File: src/include/vdt_defs.vh
// Notes on behaviour
// - two 1 MHz phase clocks, quadrature leads
// - 4 MHz toggles to 2 MHz, then quadrature
// - main phase samples quadrature on 2 MHz
// - 16-bit scan counter at 4 MHz, top 14
// - synced reset clears counter, else always counts
// - synchronous cascaded nibbles, carries from below
// - first 16383 loads 16128, second wraps zero
// - top scan bit falling rearms the preload
// - address high byte indexes pseudo/bank table
// - bank code 0,1,2 selects banks; 3 unused
// - top quarter inhibits video ram access
// - read pulses selected bank latch enable low
// - write enable needs write, phase, window
// - owner select processor only in phase, low map
// - phase xor registered twice gives row/col select
// - select low row bits, high column bits
// - row strobe with select high, column one step later
// - shifter load from quadrature, window, row strobe
// - processor row pseudo plus bit 0, column 1-7
// - scan row bits 0-6, column 7-13
// - top quarter cycles scan, data goes nowhere
// - 4 MHz from 12 MHz divided by three
// - synced reset releases on phase clock rise
`ifndef VDT_DEFS_VH
`define VDT_DEFS_VH
`define VDT_DIV3_LAST 2'h2
`define VDT_SCAN_TOP 14'h3fff
`define VDT_SCAN_PRELOAD 14'h3f00
`define VDT_CNT_W 16
`define VDT_NIB 4
`define VDT_BANK1 2'h0
`define VDT_BANK2 2'h1
`define VDT_BANK3 2'h2
`define VDT_BANK_NONE 2'h3
`endif

File: src/core/vdt_video_dram_timing.v
`timescale 1ns/100ps
`include "vdt_defs.vh"
module vdt_video_dram_timing (
  input wire clk,
  input wire rst_b,
  input wire raw_reset_n,
  input wire [15:0] cpu_addr,
  input wire cpu_rd_wr_n,
  output reg phase_e_ff,
  output reg phase_q_ff,
  output reg clk4_ff,
  output reg clk2_ff,
  output reg synced_reset_n,
  output reg [13:0] scan_addr_ff,
  output reg row_col_select,
  output reg owner_select,
  output reg [6:0] dram_addr_bus,
  output reg ras_n_ff,
  output reg cas_n_ff,
  output reg write_window_ff,
  output reg shifter_load_n,
  output reg bank1_read_en_n,
  output reg bank2_read_en_n,
  output reg bank3_read_en_n,
  output reg bank1_write_en_n,
  output reg bank2_write_en_n,
  output reg bank3_write_en_n,
  output reg bank1_sel_n,
  output reg bank2_sel_n,
  output reg bank3_sel_n,
  output reg unused_bank_code_n
);
  // all derived clocks are registers stepped by one-cycle enables of the 12 MHz clk
  reg [1:0] div3_ff;
  reg en4_ff;
  reg en2_ff;
  reg mux_a_ff;
  reg e_prev_ff;
  wire tick4;
  wire tick2;
  wire tick2b;
  wire e_rise;
  wire [13:0] scan_addr;
  wire [5:0] pseudo_addr;
  wire [1:0] bank_code;
  wire top_quarter;
  wire own_cpu;
  wire [6:0] row_bits;
  wire [6:0] col_bits;
  wire [3:0] sel_n;
  wire rd;
  wire wr_ok;
  wire srl_n;

  // divide by three; 4 MHz enable once per third edge
  always @(posedge clk) begin
    if (!rst_b) begin
      div3_ff <= 2'h0;
    end else if (div3_ff == `VDT_DIV3_LAST) begin
      div3_ff <= 2'h0;
    end else begin
      div3_ff <= div3_ff + 2'h1;
    end
  end
  assign tick4 = (div3_ff == `VDT_DIV3_LAST);

  // 4 MHz clock high two of three cycles and 2 MHz toggle
  always @(posedge clk) begin
    if (!rst_b) begin
      clk4_ff <= 1'b0;
      en4_ff <= 1'b0;
      clk2_ff <= 1'b0;
    end else begin
      en4_ff <= tick4;
      if (tick4) begin
        clk4_ff <= 1'b1;
      end else if (div3_ff == 2'h0 && en4_ff) begin
        clk4_ff <= clk4_ff;
      end else if (div3_ff == 2'h1) begin
        clk4_ff <= 1'b0;
      end
      if (tick4) begin
        clk2_ff <= ~clk2_ff;
      end
    end
  end
  assign tick2 = tick4 & ~clk2_ff;
  // opposite 2 MHz edge, a quarter period after the quadrature step
  assign tick2b = tick4 & clk2_ff;

  // quadrature toggles, main phase samples it a 4 MHz tick later
  always @(posedge clk) begin
    if (!rst_b) begin
      phase_q_ff <= 1'b0;
      phase_e_ff <= 1'b0;
    end else begin
      if (tick2) begin
        phase_q_ff <= ~phase_q_ff;
      end
      if (tick2b) begin
        phase_e_ff <= phase_q_ff;
      end
    end
  end
  // en2_ff unused otherwise; mark 2 MHz edge for reset release
  always @(posedge clk) begin
    if (!rst_b) begin
      en2_ff <= 1'b0;
      e_prev_ff <= 1'b0;
    end else begin
      en2_ff <= tick2b;
      e_prev_ff <= phase_e_ff;
    end
  end
  assign e_rise = phase_e_ff & ~e_prev_ff & en2_ff;

  // synced reset follows raw reset, released on phase rise
  always @(posedge clk) begin
    if (!rst_b || !raw_reset_n) begin
      synced_reset_n <= 1'b0;
    end else if (e_rise) begin
      synced_reset_n <= 1'b1;
    end
  end

  // scan counter at 4 MHz
  vdt_scan_counter u_scan (
    .clk(clk),
    .rst_b(rst_b),
    .cnt_en(tick4),
    .clr_b(synced_reset_n),
    .scan_addr(scan_addr)
  );

  // lookup table on processor high byte
  vdt_bank_table #(
    .BANK_SPLIT(2'h1)
  ) u_table (
    .cpu_addr_hi(cpu_addr[15:8]),
    .pseudo_addr(pseudo_addr),
    .bank_code(bank_code)
  );

  // processor owns the slot only in high phase below top quarter
  assign top_quarter = cpu_addr[15] & cpu_addr[14];
  assign own_cpu = phase_e_ff & ~top_quarter;
  // row and column sources
  assign row_bits = own_cpu ? {pseudo_addr, cpu_addr[0]} : scan_addr[6:0];
  assign col_bits = own_cpu ? cpu_addr[7:1] : scan_addr[13:7];
  // 1-of-4 bank decode
  assign sel_n[0] = ~(bank_code == `VDT_BANK1);
  assign sel_n[1] = ~(bank_code == `VDT_BANK2);
  assign sel_n[2] = ~(bank_code == `VDT_BANK3);
  assign sel_n[3] = ~(bank_code == `VDT_BANK_NONE);
  assign rd = cpu_rd_wr_n & own_cpu;
  assign wr_ok = ~cpu_rd_wr_n & phase_e_ff & write_window_ff
    & ~top_quarter;
  // load pulse in scan slot: quadrature low, window high, row low
  assign srl_n = ~(~phase_q_ff & write_window_ff & ~ras_n_ff & ~own_cpu
    & ~phase_e_ff);

  // select is phase xor through two 12 MHz registers
  always @(posedge clk) begin
    if (!rst_b) begin
      mux_a_ff <= 1'b0;
      row_col_select <= 1'b0;
      write_window_ff <= 1'b0;
      cas_n_ff <= 1'b1;
      ras_n_ff <= 1'b1;
    end else begin
      mux_a_ff <= phase_e_ff ^ phase_q_ff;
      row_col_select <= mux_a_ff;
      // column strobe and window one step behind select
      write_window_ff <= row_col_select;
      cas_n_ff <= ~row_col_select;
      // row strobe falls as select rises, stays low one step past it
      ras_n_ff <= ~(mux_a_ff | row_col_select);
    end
  end

  // registered address bus and enables
  always @(posedge clk) begin
    if (!rst_b) begin
      owner_select <= 1'b1;
      dram_addr_bus <= 7'h00;
      scan_addr_ff <= 14'h0000;
      shifter_load_n <= 1'b1;
      bank1_sel_n <= 1'b1;
      bank2_sel_n <= 1'b1;
      bank3_sel_n <= 1'b1;
      unused_bank_code_n <= 1'b1;
      bank1_read_en_n <= 1'b1;
      bank2_read_en_n <= 1'b1;
      bank3_read_en_n <= 1'b1;
      bank1_write_en_n <= 1'b1;
      bank2_write_en_n <= 1'b1;
      bank3_write_en_n <= 1'b1;
    end else begin
      owner_select <= ~own_cpu; // low selects processor
      // row bits while select low, column while high
      dram_addr_bus <= mux_a_ff ? col_bits : row_bits;
      scan_addr_ff <= scan_addr;
      shifter_load_n <= srl_n;
      bank1_sel_n <= sel_n[0];
      bank2_sel_n <= sel_n[1];
      bank3_sel_n <= sel_n[2];
      unused_bank_code_n <= sel_n[3];
      bank1_read_en_n <= ~(rd & ~sel_n[0]);
      bank2_read_en_n <= ~(rd & ~sel_n[1]);
      bank3_read_en_n <= ~(rd & ~sel_n[2]);
      bank1_write_en_n <= ~(wr_ok & ~sel_n[0]);
      bank2_write_en_n <= ~(wr_ok & ~sel_n[1]);
      bank3_write_en_n <= ~(wr_ok & ~sel_n[2]);
    end
  end
endmodule

File: src/core/vdt_scan_counter.v
`timescale 1ns/100ps
`include "vdt_defs.vh"
module vdt_scan_counter (
  input wire clk,
  input wire rst_b,
  input wire cnt_en,
  input wire clr_b,
  output wire [13:0] scan_addr
);
  reg [15:0] cnt_ff;
  reg [15:0] nxt_cnt;
  reg preload_ff;
  reg nxt_preload;
  reg top_bit_ff;
  wire tc_low;
  wire tc_top;
  wire [3:0] n0;
  wire [3:0] n1;
  wire [3:0] n2;
  wire [3:0] n3;
  // nibble increment helper
  function [3:0] inc4;
    input [3:0] v;
    input en;
    begin
      inc4 = en ? v + 4'h1 : v;
    end
  endfunction
  assign scan_addr = cnt_ff[15:2];
  assign tc_low = &cnt_ff[3:0];
  assign tc_top = (cnt_ff[15:2] == `VDT_SCAN_TOP) && (&cnt_ff[1:0]);
  // each nibble counts only on carry from all lower ones
  assign n0 = inc4(cnt_ff[3:0], 1'b1);
  assign n1 = inc4(cnt_ff[7:4], tc_low);
  assign n2 = inc4(cnt_ff[11:8], tc_low & (&cnt_ff[7:4]));
  assign n3 = inc4(cnt_ff[15:12], tc_low & (&cnt_ff[11:4]));
  // next count with shortened frame preload
  always @* begin
    nxt_cnt = {n3, n2, n1, n0};
    nxt_preload = preload_ff;
    if (tc_top && !preload_ff) begin
      nxt_cnt = {`VDT_SCAN_PRELOAD, 2'h0};
      nxt_preload = 1'b1;
    end else if (tc_top) begin
      nxt_cnt = {`VDT_CNT_W{1'b0}};
    end
    if (top_bit_ff && !nxt_cnt[15]) begin
      nxt_preload = 1'b0;
    end
  end
  // counter runs on 4 MHz enables, cleared by synced reset
  always @(posedge clk) begin
    if (!rst_b || !clr_b) begin
      cnt_ff <= {`VDT_CNT_W{1'b0}};
      preload_ff <= 1'b0;
      top_bit_ff <= 1'b0;
    end else if (cnt_en) begin
      cnt_ff <= nxt_cnt;
      preload_ff <= nxt_preload;
      top_bit_ff <= nxt_cnt[15];
    end
  end
endmodule

File: src/core/vdt_bank_table.v
`timescale 1ns/100ps
`include "vdt_defs.vh"
module vdt_bank_table #(
  parameter [1:0] BANK_SPLIT = 2'h1
) (
  input wire [7:0] cpu_addr_hi,
  output reg [5:0] pseudo_addr,
  output reg [1:0] bank_code
);
  // lookup: high byte maps to pseudo row bits and bank code
  always @* begin
    pseudo_addr = cpu_addr_hi[5:0];
    case (cpu_addr_hi[7:6])
      2'h0: bank_code = `VDT_BANK1;
      2'h1: bank_code = `VDT_BANK2;
      2'h2: bank_code = `VDT_BANK3;
      default: bank_code = `VDT_BANK_NONE;
    endcase
    if (BANK_SPLIT == 2'h0) begin
      bank_code = `VDT_BANK1;
    end
  end
endmodule

File: config.mk
export PLATFORM = sky130hd
export DESIGN_NAME = vdt_video_dram_timing
export DESIGN_NICKNAME = d
export VERILOG_FILES = /design/src/core/vdt_video_dram_timing.v /design/src/core/vdt_scan_counter.v /design/src/core/vdt_bank_table.v
export VERILOG_INCLUDE_DIRS = /design/src /design/src/include
export SDC_FILE = /design/constraint.sdc
export NUM_CORES = 1
export LEC_CHECK = 0
export BUFFER_PORTS_ARGS = -buffer_cell sky130_fd_sc_hd__buf_2
export CAP_MARGIN = 20
export CORE_MARGIN = 10
export CORE_UTILIZATION = 50
export DETAILED_ROUTE_END_ITERATION = 10
export PLACE_DENSITY_LB_ADDON = 0.15
export SLEW_MARGIN = 25
export SYNTH_ARGS = -nofsm -noshare
export SYNTH_HDL_FRONTEND = slang
export SYNTH_SLANG_ARGS = --single-unit
export TNS_END_PERCENT = 10
File: constraint.sdc
create_clock -name clk -period 2.05 [get_ports clk]
set_input_delay 0.3075 -clock clk [delete_from_list [all_inputs] [get_ports clk]]
set_output_delay 0.3075 -clock clk [all_outputs]
set_load 0.1 [all_outputs]
# ---- After elaboration in Yosys (flattened, before gate mapping)
# Index checks and enable logic that the tools add are counted.
dict set report op_classes {
  n_bitwise 46
  mul 0
  div_mod_pow 0
  n_shift 0
  n_eq_ne 9
  add_sub_neg 5
  mux 14
  reduce_logical 29
  magnitude_cmp 0
}
# cell n
set ops {}
lappend ops {{$mux 16} 2}
lappend ops {{$and 1x1->1} 22}
lappend ops {{$not 1->1} 22}
lappend ops {{$mux 7} 3}
lappend ops {{$add 4x1->4 const B} 4}
lappend ops {{$eq 14x14->1 const B} 1}
lappend ops {{$mux 4} 3}
lappend ops {{$reduce_and 2->1} 6}
lappend ops {{$reduce_bool 3->1} 3}
lappend ops {{$eq 2x2->1 const B} 4}
lappend ops {{$reduce_and 4->1} 2}
lappend ops {{$reduce_and 8->1} 1}
lappend ops {{$eq 2x1->1 const B} 3}
lappend ops {{$logic_not 2->1} 3}
lappend ops {{$pmux 2 s3} 1}
lappend ops {{$logic_not 1->1} 5}
lappend ops {{$mux 1} 5}
lappend ops {{$logic_and 1x1->1} 4}
lappend ops {{$reduce_bool 2->1} 2}
lappend ops {{$add 2x1->2 const B} 1}
lappend ops {{$logic_or 1x1->1} 2}
lappend ops {{$ne 2x2->1 const B} 1}
lappend ops {{$reduce_or 2->1} 1}
lappend ops {{$or 1x1->1} 1}
lappend ops {{$xor 1x1->1} 1}
dict set report totals {
  mem_bits_ro 0
  latchBits 0
  mem_bits_rw 0
  reg_bits 66
  input_bits 20
  output_inout_bits 42
  mem_count 0
}

# ---- Depth between registers and ports, before layout
dict set report logic_depth {
  ltp_word 9
  ltp_mapped 6
  depth_no_buf 6
}

# ---- Modules after synthesis
# A second synthesis with hierarchy kept.
dict set report hier_totals {
  cells_unflattened 253
  area_unflattened_um2 2621.3
}
# module area_per_inst_um2 instances cells_each
set modules_own_cells {}
lappend modules_own_cells {vdt_video_dram_timing 1570.3 1 128}
lappend modules_own_cells {vdt_scan_counter 998.5 1 117}
lappend modules_own_cells {vdt_bank_table 52.6 1 8}

# ---- Least setup slack after synthesis
# No wires, ideal clock.
dict set report synth_path {
  path_type {register -> register}
  from {register phase_e_ff}
  to {register dram_addr_bus[2]}
  arrival_ns 2.054
  setup_time_ns 0.115
  slack_ns -0.118
  path_buffers 1
  path_stages_with_launch 5
  cell_sequence {dfxtp_1 a21boi_0 buf_2 mux4_2 and2_1}
}
dict set report synth_via {
  elab_chain_cells 3
  elab_cells_between_ends 4
  classes_between {3 x mux; 1 x bitwise}
}
# element line
set synth_rtl {}
lappend synth_rtl {{start: declaration} vdt_video_dram_timing.v:9} ;# output reg phase_e_ff,
lappend synth_rtl {{start signal: assignment} vdt_video_dram_timing.v:101} ;# phase_e_ff <= phase_q_ff;
lappend synth_rtl {{$and 1x1->1 (*)} vdt_video_dram_timing.v:146} ;# assign own_cpu = phase_e_ff & ~top_quarter;
lappend synth_rtl {{$mux 7, on equally long branches} {vdt_video_dram_timing.v:148, vdt_video_dram_timing.v:149}}
lappend synth_rtl {{$mux 7 (*)} vdt_video_dram_timing.v:201} ;# dram_addr_bus <= mux_a_ff ? col_bits : row_bits;
lappend synth_rtl {{end signal: assignment} vdt_video_dram_timing.v:201}
lappend synth_rtl {{end: declaration} vdt_video_dram_timing.v:17} ;# output reg [6:0] dram_addr_bus,
# Mark *: on every way between the ends. The rest lies on a longest branch, timed or not.
# A chain may end at the register's enable or synchronous reset.

# ---- Worst setup path after layout
dict set report layout_path {
  from {register u_scan.cnt_ff[5]}
  to {register u_scan.cnt_ff[11]}
}
dict set report layout_via {
  elab_chain_cells 5
  elab_cells_between_ends 9
  classes_between {1 x eq/ne; 2 x mux; 1 x bitwise; 5 x reduce/logical}
}
# element line
set layout_rtl {}
lappend layout_rtl {{start: declaration} vdt_scan_counter.v:10} ;# reg [15:0] cnt_ff;
lappend layout_rtl {{start signal: assignment} vdt_scan_counter.v:54} ;# cnt_ff <= {`VDT_CNT_W{1'b0}};
lappend layout_rtl {{start signal: assignment} vdt_scan_counter.v:58} ;# cnt_ff <= nxt_cnt;
lappend layout_rtl {{$eq 14x14->1 (no line)} n/a}
lappend layout_rtl {{$logic_and 1x1->1} vdt_scan_counter.v:31} ;# assign tc_top = (cnt_ff[15:2] == `VDT_SCAN_TOP) && (&cnt_ff[1:0]);
lappend layout_rtl {{$logic_and 1x1->1} vdt_scan_counter.v:41} ;# if (tc_top && !preload_ff) begin
lappend layout_rtl {{$reduce_bool 3->1 (no line)} n/a}
lappend layout_rtl {{$reduce_and 2->1 (no line)} n/a}
# Parallel ways exist; a longest one is shown, timed or not.

==> reports/summary.txt <==
Status - complete, no violations
Synth warn - 0
Post-Syn Nets - 252
Initial antenna violation count - 0
Gates resized, CTS repair - 0
GRT overflow - 0
DPL Wire Length - 3883 um
Setup slack at placement - 170.4 ps
GR Util All Layers - 14.03%
Initial Util - 52.90%
Final Cycle Share - 91.62%
Critical path type - flip-flop to flip-flop
LEAKAGE - 1.290 nW
Clk_skew - 6.577 ps
Main synth FF type - dfxtp_1
CP Capture Point - u_scan.cnt_ff[11]$_SDFFE_PP0P_
R2r startpoint - u_scan.cnt_ff[5]$_SDFFE_PP0P_
R2r endpoint - u_scan.cnt_ff[11]$_SDFFE_PP0P_
Final hold vios - 0
Synth area leaders - dfxtp_1, and2_1, mux4_2
WL per Instance - 14.99 um
First-pass GRT wire length - 8424 um
Ant diodes - 0
WL final - 5382 um
VDD IR-drop max - 0.0004957 V
Worst-Margin Slew - 499.2 ps
Num CTS Buffers - 9
Largest area contributor in the netlist - dfxtp_1
Fmax - 0.5324 GHz
Worst setup startpoint - u_scan.cnt_ff[5]$_SDFFE_PP0P_
Clock Pin Slew Worst Setup and Hold Paths - 70 ps
Worst Setup End Kind - flip-flop
Pwr dens - 942.2 nW/um^2
Placer congestion estimate - 0.8611
FILL cells - 350
Largest net degree at the start of global routing - 22
Post-synth cell types - 36
Maxcap violations - 0
Max Slew Vio Count - 0
DR iter-0 viols - 92
Post-synth top area share - 54.50%
Rel. slew slack - 66.95%
Syn_area_per_cell - 10.36 um^2
Drt drc - 0
Final ANT Viol Nets - 0
Fin worst setup slack - 171.7 ps
Die Wd - 88.57 um
DR vias/cell - 5.220
CTS tree - done
CP Max Fanout - 6
Final Critical Period - 1878 ps
Crit path DAT - 2080 ps
Ratio of cells with drive above 1 in the final layout - 31.92%
Mapped Area - 2351 um^2
R2R depth - 5
Vias in the first global route - 1,714
TNS Setup - 0 ps
R2R Setup Slk - 170 ps
RSZ-0062 raised after global routing - no
Via count - 1,874
Hold-fix buffers, CTS - 0
Clock Tree Buf Depth - 2
Full die area - 7845 um^2
Number of synthesized flops with an enable pin - 0
Rows - 24
Buffers on Ports - 61
Drt pass-1 iters - 4
Final setup vio count - 0
Req. time, crit path - 2250 ps
Layout Cells excl Fill - 359
IO Count - 62
Number of post-CTS setup repair buffers - 0
Clock latency on the worst-skew pair - 330 ps
Layout area overhead - 28.42%
FFs w/ async S/R, synth - 0%
Core area - 4444 um^2
Vert. Die Dim - 88.57 um
Synth Instances - 227
Crit start category - flip-flop
Clock root cell - clkbuf_8
CTS H-tree depth - 3
Clock Sinks - 64
Post-synthesis sequential area ratio - 54.50%
Worst hold path class - input port to flip-flop
Placed cells - 343
#FFs+latches synth - 64
Nets - 327
[through the flow]
step | utilization (%) | area (um^2) | power [mW] | hold slack, ps
final | 67.93 | 3019 | 2.845 | 192.7
after global routing | 67.93 | 3019 | 2.946 | 191.5
after CTS | 67.91 | 3018 | 2.877 | 177.9
after detailed placement | 62.39 | 2773 | 1.572 | 404.3
after global placement | 62.39 | 2773 | 1.571 | 403.5
after floorplan | - | 2352 | 1.515 | 379.3
[power breakdown]
part | total, mW | internal [mW] | switching [mW]
Sequential | 1.29 | 1.27 | 0.0235
Clock | 1.30 | 0.841 | 0.460
Combinational | 0.250 | 0.0726 | 0.177
Total | 2.84 | 2.18 | 0.661
[cell families (layout without fill, tap and decap cells)]
family / count (synthesis) / count (layout) / synth area share, %
xor gates and xnor gates: 7 / 7 / 2.608
and+or+nand+nor: 101 / 101 / 23.15
DFF: 64 / 64 / 54.50
buffers and inverters: 17 / 97 / 2.820
muxes: 10 / 10 / 8.302
AOI/OAI and AO/OA: 23 / 23 / 5.960
adders and majority gates: 5 / 5 / 2.661
[Yosys cell counts (4+ instances only)]
| library cell | count |
|---|---|
| nand3_1 | 10 |
| clkbuf_1 | 5 |
| a21oi_1 | 8 |
| and2_1 | 26 |
| xor2_1 | 5 |
| a211oi_1 | 4 |
| inv_1 | 9 |
| nand2_1 | 21 |
| a31oi_1 | 4 |
| mux4_2 | 5 |
| ha_1 | 5 |
| nor2_1 | 16 |
| dfxtp_1 | 64 |
| nand4_1 | 5 |
[state kept, by name, indices dropped and copies added, names as in the netlist, 2 cells and up]
register,cells
u_scan.cnt_ff,15
scan_addr_ff,14
div3_ff,2
dram_addr_bus,7
[routing by layer]
layer  track usage [%]  share of wire, %  routed length, um  vias to the layer above
met3             4.228               8.8                471                       10
met5                 0                 0                  0                        -
met1             17.86                47               2538                      862
met2             20.70                42               2275                       73
li1                  -                 -                  -                      929
met4             7.930               1.8                 97                        0
[area by class of cell]
class,count,area (um^2),share of cell area (%)
clock buffers,11,141.4,4.683
clock inverters,5,103.9,3.440
inverters,9,33.78,1.119
multi-input cells,146,1003,33.24
flip-flops and latches,64,1284,42.52
well taps,52,65.06,2.155
repair buffers,72,387.9,12.85
[worst min-delay path by stage]
stage | start | endpoint | slack [ps] | cells after the start
after floorplan | cpu_rd_wr_n | bank1_read_en_n$_SDFF_PN1_ | 380 | 1
after global placement | div3_ff[0]$_SDFF_PP0_ | div3_ff[0]$_SDFF_PP0_ | 400 | 1
after detailed placement | div3_ff[0]$_SDFF_PP0_ | div3_ff[0]$_SDFF_PP0_ | 400 | 1
after CTS | cpu_rd_wr_n | bank2_read_en_n$_SDFF_PN1_ | 180 | 2
after global routing | cpu_rd_wr_n | bank1_read_en_n$_SDFF_PN1_ | 190 | 2
final | cpu_rd_wr_n | bank2_read_en_n$_SDFF_PN1_ | 190 | 2
[worst max-delay path, cell delays in order (launching register included)]
cell	delay (ps)
dfxtp_1	400
ha_1	210
nand4_1	210
or4_2	740
nand3_1	110
a31oi_1	80
[layout by cell type (no fill, tap or decap), types with 3 or more instances in the layout]
cell type,n
nor2_1,16
a21oi_1,8
a31oi_1,4
and2_1,26
a211oi_1,4
ha_1,5
or3_1,3
bufinv_16,3
nand2b_1,3
xor2_1,5
inv_1,9
a21boi_0,3
o21ai_0,3
buf_2,61
dfxtp_1,62
buf_4,11
mux4_2,5
mux2i_1,3
clkbuf_8,10
nor3_1,3
nand2_1,21
nand4_1,5
nand3_1,10
Power figures use the tool's default switching activity.
